File: src/inc/lios_map.svh
// Constants for the linkage I/O sequencer: bit positions and timing.
`ifndef LIOS_MAP_SVH
`define LIOS_MAP_SVH

// ----------------------------------------------------------------------
// Command input vector layout
// ----------------------------------------------------------------------
`define LIOS_NUM_IN      8
`define LIOS_BIT_START   0
`define LIOS_BIT_STOP    1
`define LIOS_BIT_PAUSE   2
`define LIOS_BIT_HOME    3
`define LIOS_BIT_PWR_ON  4
`define LIOS_BIT_SHUT    5
`define LIOS_BIT_WCLR    6
`define LIOS_BIT_TEACH   7

// ----------------------------------------------------------------------
// Timing
// ----------------------------------------------------------------------
`define LIOS_CLK_NS      10
`define LIOS_ALIVE_WAIT_S 10
`define LIOS_ALIVE_WAIT_CYC (`LIOS_ALIVE_WAIT_S * (1000000000 / `LIOS_CLK_NS))
`define LIOS_PRESS_MS    100
`define LIOS_PRESS_CYC   (`LIOS_PRESS_MS * 1000000 / `LIOS_CLK_NS)

`endif

File: src/inc/lios_pkg.sv
// Types shared by both ends of the linkage I/O sequencer.
package lios_pkg;

  // --------------------------------------------------------------------
  // Program sequencing states
  // --------------------------------------------------------------------
  typedef enum logic [1:0] {
    LIOS_IDLE  = 2'b00,
    LIOS_RUN   = 2'b01,
    LIOS_PAUSE = 2'b10
  } lios_state_e;

  typedef logic [7:0] lios_cmd_t;

  // Rising edge of each bit between two samples
  function automatic lios_cmd_t lios_rise(input lios_cmd_t cur,
                                          input lios_cmd_t prev);
    return cur & ~prev;
  endfunction : lios_rise

endpackage : lios_pkg

File: src/inc/lios_if.sv
// Linkage I/O lines between the external controller and the robot box.
`timescale 1ns/100ps
`default_nettype none

interface lios_if;
  // Controller to robot box
  logic prog_start_in;
  logic prog_stop_in;
  logic prog_pause_in;
  logic return_home_in;
  logic remote_power_on_in;
  logic remote_shutdown_in;
  logic warning_clear_in;
  logic force_teach_in;
  // Robot box to controller
  logic running_out;
  logic stopped_out;
  logic paused_out;
  logic at_home_out;
  logic software_alive_out;

  modport dev (
    input  prog_start_in, prog_stop_in, prog_pause_in, return_home_in,
           remote_power_on_in, remote_shutdown_in, warning_clear_in,
           force_teach_in,
    output running_out, stopped_out, paused_out, at_home_out,
           software_alive_out
  );

  modport host (
    output prog_start_in, prog_stop_in, prog_pause_in, return_home_in,
           remote_power_on_in, remote_shutdown_in, warning_clear_in,
           force_teach_in,
    input  running_out, stopped_out, paused_out, at_home_out,
           software_alive_out
  );
endinterface : lios_if

`default_nettype wire

File: src/hw/lios_device.sv
// Robot box end of the linkage I/O sequencer.
// Function
// Start/stop/pause/home act only in linkage mode
// Manual mode ignores linkage command inputs; power-on, shutdown and warning-clear still act in manual mode
// Start: run, drop stopped and at-home
// Pause presses alternate pause and resume
// Stop halts motion, asserts stopped
// Home moves only while held; at-home on arrival
// Remote power-on accepted in every mode
// Remote shutdown accepted in every mode
// Stopped asserted from box power-up
// Software-alive once control software booted
// Controller waits 10 s after software-alive
// Warning-clear clears pending warnings
// Collision pauses; clear then pause resumes
// Hand teaching enabled while force-teach held
// Pause and teach latching; home held as a level; others momentary
// Inputs synchronised; edges act, home/teach levels
`timescale 1ns/100ps
`default_nettype none
`include "lios_map.svh"

module lios_device
  import lios_pkg::*;
(
  input  wire logic ref_clk,
  input  wire logic resetn,
  lios_if.dev       link,
  input  wire logic linkage_mode,
  input  wire logic collision,
  input  wire logic home_reached,
  input  wire logic boot_done,
  output var  logic system_power,
  output var  logic motion_run,
  output var  logic motion_home,
  output var  logic teach_enable,
  output var  logic warning_pending,
  output var  logic warning_clear_pulse
);

  // --------------------------------------------------------------------
  // Input synchronisers
  // --------------------------------------------------------------------
  lios_cmd_t cmd_raw;
  lios_cmd_t cmd_meta;
  lios_cmd_t cmd_sync;
  lios_cmd_t cmd_prev;
  lios_cmd_t cmd_rise;
  logic      pause_edge;
  logic      cmd_ok;
  logic      home_req;

  // Gather the pins into one vector
  always_comb begin
    cmd_raw                   = '0;
    cmd_raw[`LIOS_BIT_START]  = link.prog_start_in;
    cmd_raw[`LIOS_BIT_STOP]   = link.prog_stop_in;
    cmd_raw[`LIOS_BIT_PAUSE]  = link.prog_pause_in;
    cmd_raw[`LIOS_BIT_HOME]   = link.return_home_in;
    cmd_raw[`LIOS_BIT_PWR_ON] = link.remote_power_on_in;
    cmd_raw[`LIOS_BIT_SHUT]   = link.remote_shutdown_in;
    cmd_raw[`LIOS_BIT_WCLR]   = link.warning_clear_in;
    cmd_raw[`LIOS_BIT_TEACH]  = link.force_teach_in;
  end

  // Two stages; the first stage feeds nothing but the second
  always_ff @(posedge ref_clk or negedge resetn) begin
    if (!resetn) begin
      cmd_meta <= '0;
      cmd_sync <= '0;
      cmd_prev <= '0;
    end else begin
      cmd_meta <= cmd_raw;
      cmd_sync <= cmd_meta;
      cmd_prev <= cmd_sync;
    end
  end

  // Edge decode; pause comes from a latching switch so both edges count
  assign cmd_rise   = lios_rise(cmd_sync, cmd_prev);
  assign pause_edge = cmd_sync[`LIOS_BIT_PAUSE] ^
                      cmd_prev[`LIOS_BIT_PAUSE];

  // Program commands need linkage mode and a powered system
  assign cmd_ok = linkage_mode && system_power;

  // --------------------------------------------------------------------
  // Power sequencing
  // --------------------------------------------------------------------
  // Power and shutdown ignore the mode switch; shutdown wins a tie
  always_ff @(posedge ref_clk or negedge resetn) begin
    if (!resetn) begin
      system_power <= 1'b0;
    end else if (cmd_rise[`LIOS_BIT_SHUT]) begin
      system_power <= 1'b0;
    end else if (cmd_rise[`LIOS_BIT_PWR_ON]) begin
      system_power <= 1'b1;
    end
  end

  // Alive follows the boot flag but only while powered
  always_ff @(posedge ref_clk or negedge resetn) begin
    if (!resetn) begin
      link.software_alive_out <= 1'b0;
    end else begin
      link.software_alive_out <= system_power && boot_done;
    end
  end

  // --------------------------------------------------------------------
  // Program state machine
  // --------------------------------------------------------------------
  lios_state_e state;
  lios_state_e next_state;

  // Stop beats pause when edges collide in one cycle; idle decodes start only
  always_comb begin
    next_state = state;
    if (!system_power) begin
      next_state = LIOS_IDLE;
    end else if (collision && state == LIOS_RUN) begin
      next_state = LIOS_PAUSE;
    end else if (cmd_ok) begin
      unique case (state)
        LIOS_IDLE: begin
          if (cmd_rise[`LIOS_BIT_START]) begin
            next_state = LIOS_RUN;
          end
        end
        LIOS_RUN: begin
          if (cmd_rise[`LIOS_BIT_STOP]) begin
            next_state = LIOS_IDLE;
          end else if (pause_edge) begin
            next_state = LIOS_PAUSE;
          end
        end
        LIOS_PAUSE: begin
          if (cmd_rise[`LIOS_BIT_STOP]) begin
            next_state = LIOS_IDLE;
          end else if (pause_edge && !warning_pending) begin
            next_state = LIOS_RUN;
          end
        end
        default: next_state = LIOS_IDLE;
      endcase
    end
  end

  always_ff @(posedge ref_clk or negedge resetn) begin
    if (!resetn) begin
      state <= LIOS_IDLE;
    end else begin
      state <= next_state;
    end
  end

  // --------------------------------------------------------------------
  // Warnings
  // --------------------------------------------------------------------
  // A collision in the clearing cycle keeps the warning alive
  always_ff @(posedge ref_clk or negedge resetn) begin
    if (!resetn) begin
      warning_pending     <= 1'b0;
      warning_clear_pulse <= 1'b0;
    end else begin
      warning_clear_pulse <= cmd_rise[`LIOS_BIT_WCLR];
      if (collision) begin
        warning_pending <= 1'b1;
      end else if (cmd_rise[`LIOS_BIT_WCLR]) begin
        warning_pending <= 1'b0;
      end
    end
  end

  // --------------------------------------------------------------------
  // Return home and teaching
  // --------------------------------------------------------------------
  // Homing runs from a stopped program while the level is held and no
  // warning blocks motion; releasing the input halts it on the third clock edge
  assign home_req = cmd_ok && state == LIOS_IDLE &&
                    cmd_sync[`LIOS_BIT_HOME] && !warning_pending;

  always_ff @(posedge ref_clk or negedge resetn) begin
    if (!resetn) begin
      motion_home <= 1'b0;
    end else begin
      motion_home <= home_req && !home_reached &&
                     !link.at_home_out;
    end
  end

  // Arrival latches at-home; any program start clears it
  always_ff @(posedge ref_clk or negedge resetn) begin
    if (!resetn) begin
      link.at_home_out <= 1'b0;
    end else if (!system_power || next_state == LIOS_RUN) begin
      link.at_home_out <= 1'b0;
    end else if (motion_home && home_reached) begin
      link.at_home_out <= 1'b1;
    end
  end

  // Teaching follows the held level, gated by the mode switch
  always_ff @(posedge ref_clk or negedge resetn) begin
    if (!resetn) begin
      teach_enable <= 1'b0;
    end else begin
      teach_enable <= cmd_ok && cmd_sync[`LIOS_BIT_TEACH];
    end
  end

  // --------------------------------------------------------------------
  // Status outputs
  // --------------------------------------------------------------------
  // Stopped shows from reset on, so the controller sees it at power-up
  always_ff @(posedge ref_clk or negedge resetn) begin
    if (!resetn) begin
      link.running_out <= 1'b0;
      link.stopped_out <= 1'b1;
      link.paused_out  <= 1'b0;
      motion_run       <= 1'b0;
    end else begin
      link.running_out <= next_state == LIOS_RUN;
      link.stopped_out <= next_state == LIOS_IDLE;
      link.paused_out  <= next_state == LIOS_PAUSE;
      motion_run       <= next_state == LIOS_RUN;
    end
  end

endmodule : lios_device

`default_nettype wire

File: src/flat_wrapper.sv
// flat-port wrapper written by rule: the top's interface ports become plain ports
module lios_device_flat import lios_pkg::*;
  (ref_clk, resetn, linkage_mode, collision, home_reached, boot_done, system_power, motion_run, motion_home, teach_enable, warning_pending, warning_clear_pulse, link_prog_start_in, link_prog_stop_in, link_prog_pause_in, link_return_home_in, link_remote_power_on_in, link_remote_shutdown_in, link_warning_clear_in, link_force_teach_in, link_running_out, link_stopped_out, link_paused_out, link_at_home_out, link_software_alive_out);
  lios_if link_i ();
  input  wire logic ref_clk;
  input  wire logic resetn;
  input  wire logic linkage_mode;
  input  wire logic collision;
  input  wire logic home_reached;
  input  wire logic boot_done;
  output var  logic system_power;
  output var  logic motion_run;
  output var  logic motion_home;
  output var  logic teach_enable;
  output var  logic warning_pending;
  output var  logic warning_clear_pulse;
  input wire logic [$bits(link_i.prog_start_in)-1:0] link_prog_start_in;
  input wire logic [$bits(link_i.prog_stop_in)-1:0] link_prog_stop_in;
  input wire logic [$bits(link_i.prog_pause_in)-1:0] link_prog_pause_in;
  input wire logic [$bits(link_i.return_home_in)-1:0] link_return_home_in;
  input wire logic [$bits(link_i.remote_power_on_in)-1:0] link_remote_power_on_in;
  input wire logic [$bits(link_i.remote_shutdown_in)-1:0] link_remote_shutdown_in;
  input wire logic [$bits(link_i.warning_clear_in)-1:0] link_warning_clear_in;
  input wire logic [$bits(link_i.force_teach_in)-1:0] link_force_teach_in;
  output wire logic [$bits(link_i.running_out)-1:0] link_running_out;
  output wire logic [$bits(link_i.stopped_out)-1:0] link_stopped_out;
  output wire logic [$bits(link_i.paused_out)-1:0] link_paused_out;
  output wire logic [$bits(link_i.at_home_out)-1:0] link_at_home_out;
  output wire logic [$bits(link_i.software_alive_out)-1:0] link_software_alive_out;
  assign link_i.prog_start_in = link_prog_start_in;
  assign link_i.prog_stop_in = link_prog_stop_in;
  assign link_i.prog_pause_in = link_prog_pause_in;
  assign link_i.return_home_in = link_return_home_in;
  assign link_i.remote_power_on_in = link_remote_power_on_in;
  assign link_i.remote_shutdown_in = link_remote_shutdown_in;
  assign link_i.warning_clear_in = link_warning_clear_in;
  assign link_i.force_teach_in = link_force_teach_in;
  assign link_running_out = link_i.running_out;
  assign link_stopped_out = link_i.stopped_out;
  assign link_paused_out = link_i.paused_out;
  assign link_at_home_out = link_i.at_home_out;
  assign link_software_alive_out = link_i.software_alive_out;
  lios_device u_core (.ref_clk(ref_clk), .resetn(resetn), .link(link_i), .linkage_mode(linkage_mode), .collision(collision), .home_reached(home_reached), .boot_done(boot_done), .system_power(system_power), .motion_run(motion_run), .motion_home(motion_home), .teach_enable(teach_enable), .warning_pending(warning_pending), .warning_clear_pulse(warning_clear_pulse));
endmodule
File: config.mk
export PLATFORM = sky130hd
export DESIGN_NAME = lios_device_flat
export DESIGN_NICKNAME = d
export VERILOG_FILES = /design/src/inc/lios_pkg.sv /design/src/inc/lios_if.sv /design/src/hw/lios_device.sv /design/src/flat_wrapper.sv
export VERILOG_INCLUDE_DIRS = /design/src /design/src/inc
export SDC_FILE = /design/constraint.sdc
export NUM_CORES = 1
export LEC_CHECK = 0
export BUFFER_PORTS_ARGS = -buffer_cell sky130_fd_sc_hd__buf_2
export CORE_MARGIN = 1.5
export CORE_UTILIZATION = 34
export DETAILED_ROUTE_END_ITERATION = 8
export GPL_ROUTABILITY_DRIVEN = 0
export SYNTH_ARGS = -nofsm -noshare
export SYNTH_HDL_FRONTEND = slang
export SYNTH_SLANG_ARGS = --single-unit
File: constraint.sdc
create_clock -name ref_clk -period 1.5 [get_ports ref_clk]
set_clock_uncertainty 0.1 [all_clocks]
set_input_delay 0 -clock ref_clk [delete_from_list [all_inputs] [get_ports ref_clk]]
set_output_delay 0 -clock ref_clk [all_outputs]
set_load 0.02 [all_outputs]
==> flow_summary.json <==
{
  "die-area_mm2": 0.003562,
  "maxCapViolCount": 0,
  "rsz0062_at_grt": "true",
  "worstMarginPinSlew_ns": 0.7026,
  "die_y_um": 59.68,
  "r2r_start": "u_core.state[0]",
  "worstRegToRegCells": 4,
  "finalHoldViolCount": 0,
  "route.detailed.drc": 0,
  "fin_crit_ns": 1.465,
  "initialDrtViolationCount": 10,
  "synth_cell_type_count": 28,
  "power.density_mw_per_mm2": 1147,
  "initial_core_util_pct": 35.78,
  "cts_tree": "yes",
  "grt_overflow": 0,
  "cp.required_ns": 1.64,
  "die_w_um": 59.68,
  "syn-cell-area_mm2": 0.001092,
  "grt_max_degree": 35,
  "synth_warnings": 0,
  "finalCritPeriodShare_pct": 97.64,
  "core-area_mm2": 0.003053,
  "synth_fp_nets": 86,
  "synthCells": 72,
  "maxSlewHeadroom_pct": 53.16,
  "fin_tns_setup_ns": 0,
  "max_freq_mhz": 682.8,
  "cp-end-kind": "flop",
  "final_util_pct": 48.77,
  "rows": 20,
  "insertion_delay_ns": 0.32,
  "wl_per_cell_um": 11.13,
  "viasPerCell": 4.296,
  "path_max_fanout": 7,
  "synth_top_area_share_pct": 75.60,
  "num_vias": 696,
  "fin_area_mm2": 0.001489,
  "first_global_vias": 656,
  "postRouteAntennaNets": 0,
  "reg2reg_setup_slack_ns": 0.04,
  "antenna_found_initial": 0,
  "yosysSeqAreaShare_pct": 78.01,
  "numCtsBuffers": 5,
  "place_area_mm2": 0.001275,
  "slew_viol_final": 0,
  "start_kind": "flop",
  "areaGrowthSynthToFinish_pct": 36.31,
  "grt.total_usage_pct": 11.10,
  "post-cts-setup-buffers": 0,
  "clock_tree.buffer_depth": 2,
  "clk_pin_slew_ns": 0.10,
  "ir_worst_vdd_v": 0.0006390,
  "yosysTopAreaCell": "dfrtp_1",
  "clockRootBuffer": "clkbuf_4",
  "io_buffers": 24,
  "first_pass_iters": 2,
  "status": "finished clean",
  "dp_hpwl_mm": 1.110,
  "grt_pass1_wl_mm": 2.746,
  "yosys-top-cells-area": "dfrtp_1 76%, dfstp_2 2.4%, a21oi_1 1.4%, nand3_1 1.4%, a21o_1 1.4%",
  "setup_viol": 0,
  "final_nets": 131,
  "routed_wl_mm": 1.803,
  "holdWs_ns": 0.1574,
  "h-tree-depth": 2,
  "antenna_cells": 0,
  "worstPathArrival_ns": 1.60,
  "clkSinkCount": 34,
  "final_layout_size_suffix_gt1_share_pct": 33.90,
  "ioPinCount": 25,
  "hold_path.class": "primary input to asynchronous set/reset pin",
  "avgSynthCellArea_um2": 15.17,
  "ys_ff_latch": 34,
  "crit_type": "flop to flop",
  "r2r-end": "u_core.link.at_home_out",
  "leakagePower_nw": 0.7259
}
## registers in the layout (all words and copies together), names as in the netlist
name / flops
u_core.warning_clear_pulse: 1
u_core.system_power: 1
u_core.link.at_home_out: 1
u_core.cmd_sync: 8
u_core.link.running_out: 1
u_core.link.stopped_out: 1
u_core.warning_pending: 1
u_core.teach_enable: 1
u_core.link.software_alive_out: 1
u_core.cmd_meta: 8
u_core.state: 2
u_core.link.paused_out: 1
u_core.motion_home: 1
u_core.cmd_prev: 6
## cell usage in the layout (no fill, tap or decap), types with 2 or more instances in the layout
cell           instances
dfrtp_1               31
buf_2                 24
dlygate4sd3_1         13
clkbuf_4               5
inv_1                  4
nand3_1                3
a21oi_1                3
nor2b_1                2
nand2_1                2
a21o_1                 2
and2_1                 2
nor2_1                 2
buf_4                  2
dfrtp_2                2
## per-stage QoR
step           instances  setup WS, ns  power [mW]
3_3_place_gp         141       0.07187       1.180
6_report             162       0.03538       1.708
5_1_grt              162      -0.03269       1.799
3_5_place_dp         141       0.07244       1.185
4_1_cts              162       0.03932       1.723
2_1_floorplan         72       0.09405       1.108
## cell usage after synthesis
library cell / n
nor4b_1: 1
nand4_1: 1
nand2_1: 2
xor2_1: 1
nor4_1: 1
a21oi_2: 1
nand2b_1: 1
a22oi_1: 1
a21oi_1: 3
a211o_1: 1
nor2_1: 2
and2_1: 2
o21ai_0: 1
dfstp_2: 1
nor2b_2: 1
a311oi_1: 1
o211ai_1: 1
xnor2_1: 1
buf_4: 1
inv_1: 4
nand3_1: 3
nor2b_1: 2
dfrtp_1: 33
a21o_1: 2
or4b_1: 1
o21bai_1: 1
a31o_1: 1
and3_1: 1
## how the worst max path moves through the flow
stage | slack (ns) | from | cells after the start | to
6_report | 0.04 | u_core.state[0] | 4 | u_core.link.at_home_out
5_1_grt | -0.03 | u_core.state[1] | 4 | u_core.link.at_home_out
4_1_cts | 0.04 | u_core.state[1] | 4 | u_core.link.at_home_out
3_5_place_dp | 0.07 | u_core.state[1] | 4 | u_core.link.at_home_out
3_3_place_gp | 0.07 | u_core.state[1] | 4 | u_core.link.at_home_out
2_1_floorplan | 0.09 | u_core.system_power | 4 | u_core.link.running_out
## per-layer routing
layer	part of all wire, %	wire [um]	vias to the layer above	GRT usage [%]
li1	-	-	335	-
met5	0	0	-	0
met1	44	800	334	13.94
met3	6.2	112	6	6.061
met4	2.0	36	0	4.762
met2	47	854	21	15.84
## critical path: stages (launching register included)
cell and delay, ns:
dfrtp_2 0.45, nor2b_2 0.26, a22oi_1 0.12, a31o_1 0.25
a21oi_1 0.20
## report_power, final
group	internal, mW	switching, mW	leakage [nW]	total (mW)
registers	0.975	0.0312	0.407	1.01
clock network	0.227	0.278	0.0353	0.505
logic	0.0907	0.107	0.283	0.198
total	1.29	0.416	0.726	1.71
## area by class of cell
cell class | instances | area, um2
Inverter | 4 | 15.01
Timing Repair Buffer | 39 | 265.3
Multi-Input combinational cell | 33 | 239.0
Clock buffer | 7 | 55.05
Sequential cell | 34 | 854.6
Fill cell | 291 | 1564
Tap cell | 44 | 55.05
Clock inverter | 1 | 5.005
## logic make-up after synthesis
family / after synthesis / synth area share (%)
flops: 34 / 78.01
simple gates: 18 / 9.853
compound gates: 13 / 8.477
buf+inv: 5 / 2.062
xor+xnor: 2 / 1.604
## what timing repair did
item                                   in CTS  in global routing
hold buffers                               13                  0
endpoints found under the hold margin      49                  0
setup endpoints to repair                   0                  3
resized for setup                           0                  5
(Power assumes the default switching activity.)
